## config.mk

```make
export PLATFORM = sky130hd
export DESIGN_NAME = tlc_link_cfg
export DESIGN_NICKNAME = d
export VERILOG_FILES = /design/src/tlc_pkg.sv /design/src/tlc_link_cfg.sv
export SDC_FILE = /design/constraint.sdc
export NUM_CORES = 1
export LEC_CHECK = 0
export ABC_AREA = 0
export BUFFER_PORTS_ARGS = -buffer_cell sky130_fd_sc_hd__buf_2
export CAP_MARGIN = 20
export CELL_PAD_IN_SITES_DETAIL_PLACEMENT = 2
export CELL_PAD_IN_SITES_GLOBAL_PLACEMENT = 2
export CORE_MARGIN = 8
export CORE_UTILIZATION = 37
export DETAILED_ROUTE_END_ITERATION = 16
export GPL_TIMING_DRIVEN = 0
export PLACE_DENSITY_LB_ADDON = 0.1
export SYNTH_ARGS = -nofsm -noshare
export SYNTH_HDL_FRONTEND = slang
export SYNTH_SLANG_ARGS = --single-unit
```

## constraint.sdc

```tcl
create_clock -name aclk -period 8.3 [get_ports aclk]
set_clock_uncertainty 0.1 [all_clocks]
set_input_delay 0 -clock aclk [delete_from_list [all_inputs] [get_ports aclk]]
set_output_delay 0 -clock aclk [all_outputs]
set_load 0.02 [all_outputs]
```

## src/tlc_pkg.sv

```systemverilog
// Constants and types shared by the token link configuration block.
`default_nettype none
package tlc_pkg;
  localparam int AW = 8;
  localparam logic [AW-1:0] A_CTRL = 8'h00;
  localparam logic [AW-1:0] A_STATION = 8'h04;
  localparam logic [AW-1:0] A_NETWORK = 8'h08;
  localparam logic [AW-1:0] A_CYC_TGT = 8'h0C;
  localparam logic [AW-1:0] A_RESP_MON = 8'h10;
  localparam logic [AW-1:0] A_SRCH_INT = 8'h14;
  localparam logic [AW-1:0] A_SPEED = 8'h18;
  localparam logic [AW-1:0] A_MAXSTA = 8'h1C;
  localparam logic [AW-1:0] A_RELAY1 = 8'h20;
  localparam logic [AW-1:0] A_RELAY2 = 8'h24;
  localparam logic [AW-1:0] A_STATUS = 8'h28;
  localparam logic [AW-1:0] A_IRQ_EN = 8'h2C;
  localparam logic [AW-1:0] A_IRQ_CLR = 8'h30;
  localparam logic [AW-1:0] A_CYC_CUR = 8'h34;
  localparam int CTRL_RESTORE = 0;
  localparam int CTRL_RELAY = 1;
  localparam int RLY_HI_LSB = 8;
  localparam logic [1:0] RESP_OKAY = 2'h0;
  localparam logic [1:0] RESP_SLVERR = 2'h2;
  localparam logic [1:0] RESP_DECERR = 2'h3;
  localparam int NST = 5;
  localparam int ST_REJECT = 0;
  localparam int ST_TIMEOUT = 1;
  localparam int ST_FAIL = 2;
  localparam int ST_SEARCH = 3;
  localparam int ST_RELAY = 4;
  localparam logic [6:0] STA_MIN = 7'h01;
  localparam logic [6:0] STA_MAX = 7'h40;
  localparam logic [6:0] STA_STEP = 7'h10;
  localparam logic [7:0] NET_MIN = 8'h01;
  localparam logic [7:0] NET_MAX = 8'hFE;
  localparam logic [6:0] CYC_MIN = 7'h01;
  localparam logic [6:0] CYC_MAX = 7'h64;
  localparam logic [9:0] SRCH_MIN = 10'h005;
  localparam logic [9:0] SRCH_MAX = 10'h3E8;
  localparam logic [1:0] SPD_10M = 2'h0;
  localparam logic [1:0] SPD_2M = 2'h1;
  localparam logic [1:0] SPD_4M = 2'h2;
  localparam int MS_NS = 1000000;
  localparam int CLK_NS = 50;
  localparam int RESP_UNIT_MS = 2000;
  localparam int TICK_W = 20;
  localparam int RM_W = 19;

  typedef struct packed {
    logic [6:0] station;
    logic [7:0] network;
    logic [6:0] cyc_tgt;
    logic [7:0] resp_mon;
    logic [9:0] srch_int;
    logic [1:0] speed;
    logic [1:0] maxsta;
    logic relay_en;
    logic [7:0] r1lo;
    logic [7:0] r1hi;
    logic [7:0] r2lo;
    logic [7:0] r2hi;
  } tlc_cfg_t;

  localparam tlc_cfg_t CFG_DEF = '{station: 7'h00, network: 8'h00, cyc_tgt: 7'h64,
    resp_mon: 8'h00, srch_int: 10'h00A, speed: SPD_10M, maxsta: 2'h3, relay_en: 1'b0,
    r1lo: 8'h00, r1hi: 8'h00, r2lo: 8'h00, r2hi: 8'h00};

  typedef struct packed {
    logic token_arrive;
    logic link_pending;
    logic msg_pending;
    logic cmd_sent;
    logic reply_rx;
    logic relay_req;
    logic [7:0] relay_net;
  } tlc_link_in_t;

  typedef struct packed {
    logic token_pass;
    logic send_link;
    logic send_msg;
    logic cmd_resend;
    logic search_start;
    logic relay_fwd;
    logic relay_drop;
    logic assign_clear;
    logic [1:0] speed;
    logic [6:0] max_stations;
  } tlc_link_out_t;
endpackage
`default_nettype wire
```

## src/tlc_link_cfg.sv

```systemverilog
// Token link configuration, token hold timing and AXI4-Lite register slave.
//
// Function
// Local station accepted only 1 to 64; the code rejects 64, since the station must stay below the station limit.
// Network number accepted only 1 to 254.
// Hold target cycle time 1 to 100 ms.
// Hold window is target minus measured cycle.
// Nothing queued: pass token at once.
// Target below measured cycle: link data only.
// Monitoring zero waits forever for reply.
// Timeout after twice setting seconds, resend once.
// Search new stations every N token receptions.
// Baud rate 10, 2 or 4 Mbps.
// Station limit 16/32/48/64, above own number.
// Relay enabled forwards foreign messages onto link.
// Relay destinations are union of two ranges.
// Both relay ranges zero disables relaying.
// Restore command loads the default parameter set.
// Restore also clears link assignment settings.
// Each interface needs a unique circuit number.
// Out-of-range writes rejected, old value kept.
//
// The register offsets and the AXI4-Lite slave port were decided locally.
`default_nettype none
module tlc_link_cfg
  import tlc_pkg::*;
#(
  parameter int TICK_CYCLES = MS_NS / CLK_NS
)(
  input wire logic aclk,
  input wire logic aresetn,
  input wire logic [AW-1:0] awaddr,
  input wire logic awvalid,
  output logic awready,
  input wire logic [31:0] wdata,
  input wire logic [3:0] wstrb,
  input wire logic wvalid,
  output logic wready,
  output logic [1:0] bresp,
  output logic bvalid,
  input wire logic bready,
  input wire logic [AW-1:0] araddr,
  input wire logic arvalid,
  output logic arready,
  output logic [31:0] rdata,
  output logic [1:0] rresp,
  output logic rvalid,
  input wire logic rready,
  input wire tlc_link_in_t link_i,
  output tlc_link_out_t link_o,
  output logic irq
);

  typedef enum logic {T_IDLE, T_HOLD} tlc_tok_t;
  typedef enum logic [1:0] {R_IDLE, R_WAIT, R_RETRY} tlc_rsp_t;

  typedef struct packed {
    logic aw_have;
    logic [AW-1:0] aw_addr;
    logic w_have;
    logic [31:0] w_data;
    logic [3:0] w_strb;
    logic awready;
    logic wready;
    logic bvalid;
    logic [1:0] bresp;
    logic arready;
    logic rvalid;
    logic [31:0] rdata;
    logic [1:0] rresp;
    tlc_cfg_t cfg;
    logic [TICK_W-1:0] tick;
    logic [15:0] cyc_run;
    logic [15:0] cyc_cur;
    tlc_tok_t tst;
    logic msg_ok;
    logic [6:0] hold_left;
    logic [9:0] tok_cnt;
    tlc_rsp_t rst;
    logic [RM_W-1:0] resp_ms;
    logic [NST-1:0] status;
    logic [NST-1:0] irq_en;
    logic irq;
    tlc_link_out_t lo;
  } tlc_state_t;

  localparam logic [TICK_W-1:0] TK_LAST = TICK_W'(TICK_CYCLES - 1);

  tlc_state_t q;
  tlc_state_t n;

  function automatic logic [6:0] sta_limit(input logic [1:0] code);
    sta_limit = 7'({1'b0, code, 4'h0}) + STA_STEP;
  endfunction

  function automatic logic in_rng(input logic [7:0] v, input logic [7:0] lo,
                                  input logic [7:0] hi);
    in_rng = (lo != 8'h00) && (v >= lo) && (v <= hi);
  endfunction

  function automatic logic rng_ok(input logic [15:0] v);
    rng_ok = (v == 16'h0000) ||
             (v[7:0] >= NET_MIN && v[15:8] <= NET_MAX && v[7:0] <= v[15:8]);
  endfunction

  // Returns the readback word with the address hit flag on top.
  function automatic logic [32:0] reg_rd(input tlc_state_t s, input logic [AW-1:0] a);
    reg_rd = {1'b1, 32'h0000_0000};
    case (a)
      A_CTRL: reg_rd[CTRL_RELAY] = s.cfg.relay_en;
      A_STATION: reg_rd[6:0] = s.cfg.station;
      A_NETWORK: reg_rd[7:0] = s.cfg.network;
      A_CYC_TGT: reg_rd[6:0] = s.cfg.cyc_tgt;
      A_RESP_MON: reg_rd[7:0] = s.cfg.resp_mon;
      A_SRCH_INT: reg_rd[9:0] = s.cfg.srch_int;
      A_SPEED: reg_rd[1:0] = s.cfg.speed;
      A_MAXSTA: reg_rd[1:0] = s.cfg.maxsta;
      A_RELAY1: reg_rd[15:0] = {s.cfg.r1hi, s.cfg.r1lo};
      A_RELAY2: reg_rd[15:0] = {s.cfg.r2hi, s.cfg.r2lo};
      A_STATUS: reg_rd[NST-1:0] = s.status;
      A_IRQ_EN: reg_rd[NST-1:0] = s.irq_en;
      A_IRQ_CLR: reg_rd[32] = 1'b1;
      A_CYC_CUR: reg_rd[15:0] = s.cyc_cur;
      default: reg_rd[32] = 1'b0;
    endcase
  endfunction

  always_comb
  begin
    logic ms;
    logic ok;
    logic active;
    logic pass;
    logic hit;
    logic [31:0] mask;
    logic [31:0] wv;
    logic [32:0] rv;
    logic [NST-1:0] ev;
    logic [NST-1:0] clr;
    logic [RM_W-1:0] limit;
    ms = 1'b0;
    ok = 1'b0;
    active = 1'b0;
    pass = 1'b0;
    hit = 1'b0;
    mask = 32'h0000_0000;
    wv = 32'h0000_0000;
    rv = 33'h0_0000_0000;
    ev = '0;
    clr = '0;
    limit = '0;
    n = q;
    n.lo.token_pass = 1'b0;
    n.lo.cmd_resend = 1'b0;
    n.lo.search_start = 1'b0;
    n.lo.relay_fwd = 1'b0;
    n.lo.relay_drop = 1'b0;
    n.lo.assign_clear = 1'b0;
    ms = (q.tick == TK_LAST);
    n.tick = ms ? '0 : q.tick + 1'b1;

    if (awvalid && q.awready)
    begin
      n.aw_have = 1'b1;
      n.aw_addr = awaddr;
    end
    if (wvalid && q.wready)
    begin
      n.w_have = 1'b1;
      n.w_data = wdata;
      n.w_strb = wstrb;
    end
    if (q.bvalid && bready)
      n.bvalid = 1'b0;
    if (q.aw_have && q.w_have && !q.bvalid)
    begin
      for (int i = 0; i < 4; i++)
        mask[i*8 +: 8] = {8{q.w_strb[i]}};
      rv = reg_rd(q, q.aw_addr);
      wv = (rv[31:0] & ~mask) | (q.w_data & mask);
      ok = 1'b1;
      case (q.aw_addr)
        A_CTRL:
        begin
          n.cfg.relay_en = wv[CTRL_RELAY];
          if (wv[CTRL_RESTORE])
          begin
            // Load default set.
            n.cfg = CFG_DEF;
            // Clear link assignment.
            n.lo.assign_clear = 1'b1;
          end
        end
        A_STATION:
          // Station bounds check.
          ok = wv[6:0] >= STA_MIN && wv[6:0] <= STA_MAX && wv[31:7] == '0 &&
               wv[6:0] < sta_limit(q.cfg.maxsta);
        A_NETWORK:
          // Network bounds check.
          ok = wv[7:0] >= NET_MIN && wv[7:0] <= NET_MAX && wv[31:8] == '0;
        A_CYC_TGT:
          // Target bounds check.
          ok = wv[6:0] >= CYC_MIN && wv[6:0] <= CYC_MAX && wv[31:7] == '0;
        A_RESP_MON:
          ok = wv[31:8] == '0;
        A_SRCH_INT:
          // Interval bounds check.
          ok = wv[9:0] >= SRCH_MIN && wv[9:0] <= SRCH_MAX && wv[31:10] == '0;
        A_SPEED:
          // Only three rates exist.
          ok = (wv[1:0] == SPD_10M || wv[1:0] == SPD_2M || wv[1:0] == SPD_4M) &&
               wv[31:2] == '0;
        A_MAXSTA:
          // Limit above station.
          ok = sta_limit(wv[1:0]) > q.cfg.station && wv[31:2] == '0;
        A_RELAY1, A_RELAY2:
          // Range bounds check.
          ok = rng_ok(wv[15:0]) && wv[31:16] == '0;
        A_IRQ_EN: n.irq_en = wv[NST-1:0];
        A_IRQ_CLR: clr = wv[NST-1:0];
        default: ok = 1'b0;
      endcase
      // Rejected write keeps value.
      if (ok)
      begin
        case (q.aw_addr)
          A_STATION: n.cfg.station = wv[6:0];
          A_NETWORK: n.cfg.network = wv[7:0];
          A_CYC_TGT: n.cfg.cyc_tgt = wv[6:0];
          A_RESP_MON: n.cfg.resp_mon = wv[7:0];
          A_SRCH_INT: n.cfg.srch_int = wv[9:0];
          A_SPEED: n.cfg.speed = wv[1:0];
          A_MAXSTA: n.cfg.maxsta = wv[1:0];
          A_RELAY1: {n.cfg.r1hi, n.cfg.r1lo} = wv[15:0];
          A_RELAY2: {n.cfg.r2hi, n.cfg.r2lo} = wv[15:0];
          default: n.cfg = n.cfg;
        endcase
        n.bresp = RESP_OKAY;
      end
      else if (rv[32])
      begin
        ev[ST_REJECT] = 1'b1;
        n.bresp = RESP_SLVERR;
      end
      else
        n.bresp = RESP_DECERR;
      n.bvalid = 1'b1;
      n.aw_have = 1'b0;
      n.w_have = 1'b0;
    end
    n.awready = !n.aw_have && !n.bvalid;
    n.wready = !n.w_have && !n.bvalid;

    if (q.rvalid && rready)
      n.rvalid = 1'b0;
    if (arvalid && q.arready)
    begin
      rv = reg_rd(q, araddr);
      n.rdata = rv[31:0];
      n.rresp = rv[32] ? RESP_OKAY : RESP_DECERR;
      n.rvalid = 1'b1;
    end
    n.arready = !n.rvalid;

    // The measured cycle runs from one token arrival to the next and saturates.
    if (link_i.token_arrive)
    begin
      n.cyc_cur = q.cyc_run;
      n.cyc_run = '0;
    end
    else if (ms && q.cyc_run != 16'hFFFF)
      n.cyc_run = q.cyc_run + 1'b1;

    case (q.tst)
      T_IDLE:
        if (link_i.token_arrive)
        begin
          // Window from target.
          n.msg_ok = {9'h000, q.cfg.cyc_tgt} > q.cyc_run;
          n.hold_left = n.msg_ok ? q.cfg.cyc_tgt - q.cyc_run[6:0] : 7'h00;
          n.tst = T_HOLD;
          // Count token receptions.
          if (q.tok_cnt + 10'h001 >= q.cfg.srch_int)
          begin
            n.tok_cnt = '0;
            n.lo.search_start = 1'b1;
            ev[ST_SEARCH] = 1'b1;
          end
          else
            n.tok_cnt = q.tok_cnt + 10'h001;
        end
      T_HOLD:
      begin
        // Messages only within window.
        active = link_i.link_pending || (link_i.msg_pending && q.msg_ok);
        // Pass when idle or expired.
        pass = !active || (q.msg_ok && q.hold_left == 7'h00);
        if (ms && q.hold_left != 7'h00)
          n.hold_left = q.hold_left - 7'h01;
        if (pass)
        begin
          n.tst = T_IDLE;
          n.lo.token_pass = 1'b1;
        end
      end
      default: n.tst = T_IDLE;
    endcase
    n.lo.send_link = n.tst == T_HOLD && !pass && link_i.link_pending;
    n.lo.send_msg = n.tst == T_HOLD && !pass && link_i.msg_pending && n.msg_ok;

    // Limit is setting times two seconds.
    limit = RM_W'(q.cfg.resp_mon * RESP_UNIT_MS);
    case (q.rst)
      R_IDLE:
        if (link_i.cmd_sent)
        begin
          n.rst = R_WAIT;
          n.resp_ms = '0;
        end
      R_WAIT, R_RETRY:
        if (link_i.reply_rx)
          n.rst = R_IDLE;
        // Zero setting never times out.
        else if (q.cfg.resp_mon != 8'h00 && ms)
        begin
          n.resp_ms = q.resp_ms + 1'b1;
          // One resend, then fail.
          if (q.resp_ms + 1'b1 >= limit)
          begin
            n.resp_ms = '0;
            if (q.rst == R_WAIT)
            begin
              n.rst = R_RETRY;
              n.lo.cmd_resend = 1'b1;
              ev[ST_TIMEOUT] = 1'b1;
            end
            else
            begin
              n.rst = R_IDLE;
              ev[ST_FAIL] = 1'b1;
            end
          end
        end
      default: n.rst = R_IDLE;
    endcase

    if (link_i.relay_req)
    begin
      // Relay destination filter.
      hit = q.cfg.relay_en &&
            (in_rng(link_i.relay_net, q.cfg.r1lo, q.cfg.r1hi) ||
             in_rng(link_i.relay_net, q.cfg.r2lo, q.cfg.r2hi));
      n.lo.relay_fwd = hit;
      n.lo.relay_drop = !hit;
      ev[ST_RELAY] = hit;
    end

    // A flag raised in the clearing cycle survives the clear.
    n.status = (q.status & ~clr) | ev;
    n.irq = |(n.status & n.irq_en);
    // Drive selected rate.
    n.lo.speed = n.cfg.speed;
    n.lo.max_stations = sta_limit(n.cfg.maxsta);
  end

  always_ff @(posedge aclk)
  begin
    if (!aresetn)
    begin
      q <= '0;
      q.cfg <= CFG_DEF;
      q.tst <= T_IDLE;
      q.rst <= R_IDLE;
      q.lo.speed <= CFG_DEF.speed;
      q.lo.max_stations <= STA_MAX;
    end
    else
      q <= n;
  end

  assign awready = q.awready;
  assign wready = q.wready;
  assign bresp = q.bresp;
  assign bvalid = q.bvalid;
  assign arready = q.arready;
  assign rdata = q.rdata;
  assign rresp = q.rresp;
  assign rvalid = q.rvalid;
  assign link_o = q.lo;
  assign irq = q.irq;

endmodule
`default_nettype wire

```

==> impl_metrics.py <==
metrics = {
    "clock_tree": {
        "post_cts_buffers": 0,
        "clock_latency_ns": 0.55,
        "cts_resized": 0,
        "htree_levels": 2,
        "cts_tree": "yes",
        "clockRootBuffer": "clkbuf_16",
        "cts_buffer_depth": 3,
        "cts_sinks": 261,
        "ctsHoldBuffers": 69,
        "cts_buffers": 34,
        "clk_pin_slew_ns": 0.06,
    },
    "die": {
        "die_w_microns": 230,
        "placementRows": 78,
        "io-pin-count": 132,
        "core-area_sq_um": 45200,
        "dieArea_sq_um": 52700,
        "start_util_pct": 37.4,
        "die_y_microns": 230,
    },
    "setup_path": {
        "reg2reg_depth": 23,
        "start_kind": "flop",
        "r2r_setup_slack_ns": 0.50,
        "r2r_end": "link_o[5]",
        "r2r_start": "q[280]",
        "critPathKind": "flop to flop",
        "cp.required_ns": 8.63,
        "worstSetupEndpointType": "flop",
        "cp_max_fo": 12,
        "arrival_ns": 8.13,
    },
    "worst_hold_path": {
        "min_from": "awvalid",
        "whs_path_depth": 5,
        "min_to": "q[283]",
        "hold_class": "primary input to flop",
    },
    "timing": {
        "min_period_over_period_pct": 94.0,
        "post-route-min-period_ns": 7.80,
        "final-setup-viol-count": 0,
        "hold_violations": 0,
        "rsz0062_at_grt": "false",
        "tightest_slew_ns": 1.11,
        "holdWs_ns": 0.0324,
        "max_slew_margin_pct": 26.0,
        "maxSlewViolCount": 0,
        "setup_ws_ns": 0.496,
        "setup_tns_ns": 0,
        "fmax_ghz": 0.128,
    },
    "routing": {
        "dr.pass1.iters": 5,
        "post_drt_wl_per_cell_microns": 26.2,
        "drc": 0,
        "ant_nets": 0,
        "vias": 17100,
        "vias_per_cell": 5.84,
        "drt_iter0_drc": 1098,
        "drt_wl_total_mm": 76.5,
    },
    "place": {
        "dp_hpwl_mm": 59.5,
        "pre_cts_slack_ns": 0.589,
        "placedInstanceArea_sq_um": 18300,
        "place.gp.congestion": 0.985,
        "dp_cells": 2793,
        "port_buffers": 108,
    },
    "finish": {
        "fin_area_sq_um": 20200,
        "drive_above_1_share_pct": 13.0,
        "seq_area_sq_um": 5230,
        "syn_to_final_growth_pct": 19.4,
        "n_fill_cell": 5048,
        "antenna_cells": 0,
        "nets": 2530,
        "fin_cells": 2921,
        "multi_input_area_sq_um": 10400,
    },
    "synth": {
        "synth_edf_count": 0,
        "synth_top_area_share_pct": 30.9,
        "yosysSeqAreaShare_pct": 30.9,
        "ys.flop_type": "dfxtp_1",
        "synthMostInstantiatedCell": "dfxtp_1",
        "async_flop_share_pct": 0,
        "synth-seq-cells": 261,
        "syn_area_per_cell_sq_um": 8.18,
        "syn_inst": 2063,
        "ys_types": 96,
        "yosys-top-cells-count": "dfxtp_1 (261), nand2_1 (234), nor2_1 (184)",
        "yosysWarnings": 0,
        "synth_area_leaders": "dfxtp_1 (31%), ha_1 (10%), nand2_1 (5.2%)",
        "netlist_area_sq_um": 16900,
        "yosysTopAreaCell": "dfxtp_1",
    },
    "power": {
        "intPower_mw": 2.37,
        "swShare_pct": 27.9,
        "p_sw_uw": 919,
        "clkPwrFrac_pct": 47.0,
        "ir_drop_v": 0.000134,
        "cellPowerDensity_nw_per_um2": 163,
        "p_seq_share_pct": 39.6,
        "p_leak_nw": 8.37,
        "combPwrFrac_pct": 13.4,
    },
    "global_routing": {
        "use_met2_pct": 47.4,
        "grt_use_met3_pct": 4.49,
        "use_met1_pct": 35.4,
        "grt_usage_pct": 28.2,
        "grt_overflow_total": 0,
        "antenna_found_initial": 2,
        "grt_pass1_vias": 18700,
        "busiest_layer": "met2",
        "grt_start_max_net_pins": 13,
        "grt_pass1_wl_mm": 116,
    },
    "run": {
        "maxCapViolations": 0,
    },
    "outcome": {
        "status": "finished clean",
    },
}
-- power groups by stage --
stage                     logic [mW]  clock network (mW)  registers [mW]
after floorplan                0.249                   0            1.32
after global placement         0.385                   0            1.33
after detailed placement       0.403                   0            1.33
after CTS                      0.431                1.57            1.30
after global routing           0.471                1.61            1.30
final                          0.440                1.54            1.30
-- flip-flops by register name, indices dropped and copies added, names as in the netlist, named ones only --
register / flops
arready: 1
awready: 1
bresp: 2
bvalid: 1
irq: 1
link_o: 13
q: 222
rdata: 16
rresp: 1
rvalid: 1
wready: 1
-- area by class of cell --
class,count,area share (%)
Buffer,148,4.11
Multi-Input combinational cell,1533,51.5
Sequential cell,261,25.9
Clock buffer,44,4.91
Timing Repair Buffer,181,6.40
Inverter,140,2.61
Clock inverter,14,0.850
Tap cell,600,3.72
-- stage by stage --
step                util [%]  power, mW
floorplan                  -       1.57
global placement        40.4       1.71
detailed placement      40.5       1.73
CTS                     44.6       3.31
global route            44.6       3.39
finish                  44.6       3.29
-- routing by layer --
| layer | share of wire, % | routed length, microns |
|---|---|---|
| met3 | 5.4 | 4160 |
| met1 | 43 | 33100 |
| met2 | 47 | 36100 |
| met4 | 4.2 | 3220 |
| met5 | 0 | 0 |
-- worst max path at each step --
stage / startpoint / cells after the start / to / slack [ns]
floorplan: q[168] / 25 / q[38] / 2.28
global placement: q[167] / 25 / q[40] / 0.81
CTS: q[167] / 25 / q[40] / 0.52
finish: q[280] / 23 / link_o[5] / 0.50
global route: q[167] / 25 / q[39] / 0.04
detailed placement: q[167] / 25 / q[40] / 0.59
-- critical path, stage by stage (launching register included) --
cell and delay (ns):
dfxtp_1 0.38, buf_2 0.32, buf_2 0.31, buf_1 0.56, mux2i_1 0.33, nor4_1 0.08
nor4_1 0.34, a32o_1 0.37, clkbuf_1 0.84, inv_1 0.51, ha_1 0.34, ha_1 0.29
nand4b_1 0.11, nor4_1 0.20, o32ai_1 0.19, nand2_1 0.12, nor3_1 0.06, a41o_1 0.27
a211oi_2 0.40, nand2_1 0.11, o41ai_1 0.79, nor2_1 0.16, ha_1 0.31, and2_1 0.18
-- kinds of logic after synthesis --
logic type	share of synthesized area [%]
AND/OR/NAND/NOR	20.3
AO/OA/AOI/OAI	20.4
buffers and inverters	8.02
flip-flops	30.9
adder cells (fa/ha/maj)	12.7
XOR/XNOR	3.53
multiplexers	4.05
other	0.0222
-- cell usage in the layout, fill, tap and decap left out, types with 11 or more instances in the layout --
cell type / count
o21ai_0: 98
buf_4: 55
clkbuf_16: 35
conb_1: 20
buf_1: 11
nand3_1: 52
ha_1: 136
nand3b_1: 20
o21a_1: 20
a22oi_1: 48
nand2b_1: 19
o22ai_1: 11
nand2_1: 234
inv_1: 137
clkbuf_1: 55
a21oi_1: 148
a21o_1: 19
nor2b_1: 14
buf_2: 131
nor3_1: 47
mux2_2: 14
and2_1: 12
dfxtp_1: 261
nor4_1: 26
xnor2_1: 29
nor2_1: 184
xor2_1: 39
o2bb2ai_1: 39
dlygate4sd3_1: 69
fa_1: 22
nand4_1: 26
mux2i_1: 47
and3_1: 28
Note: power is estimated with default switching activity, not from simulation.
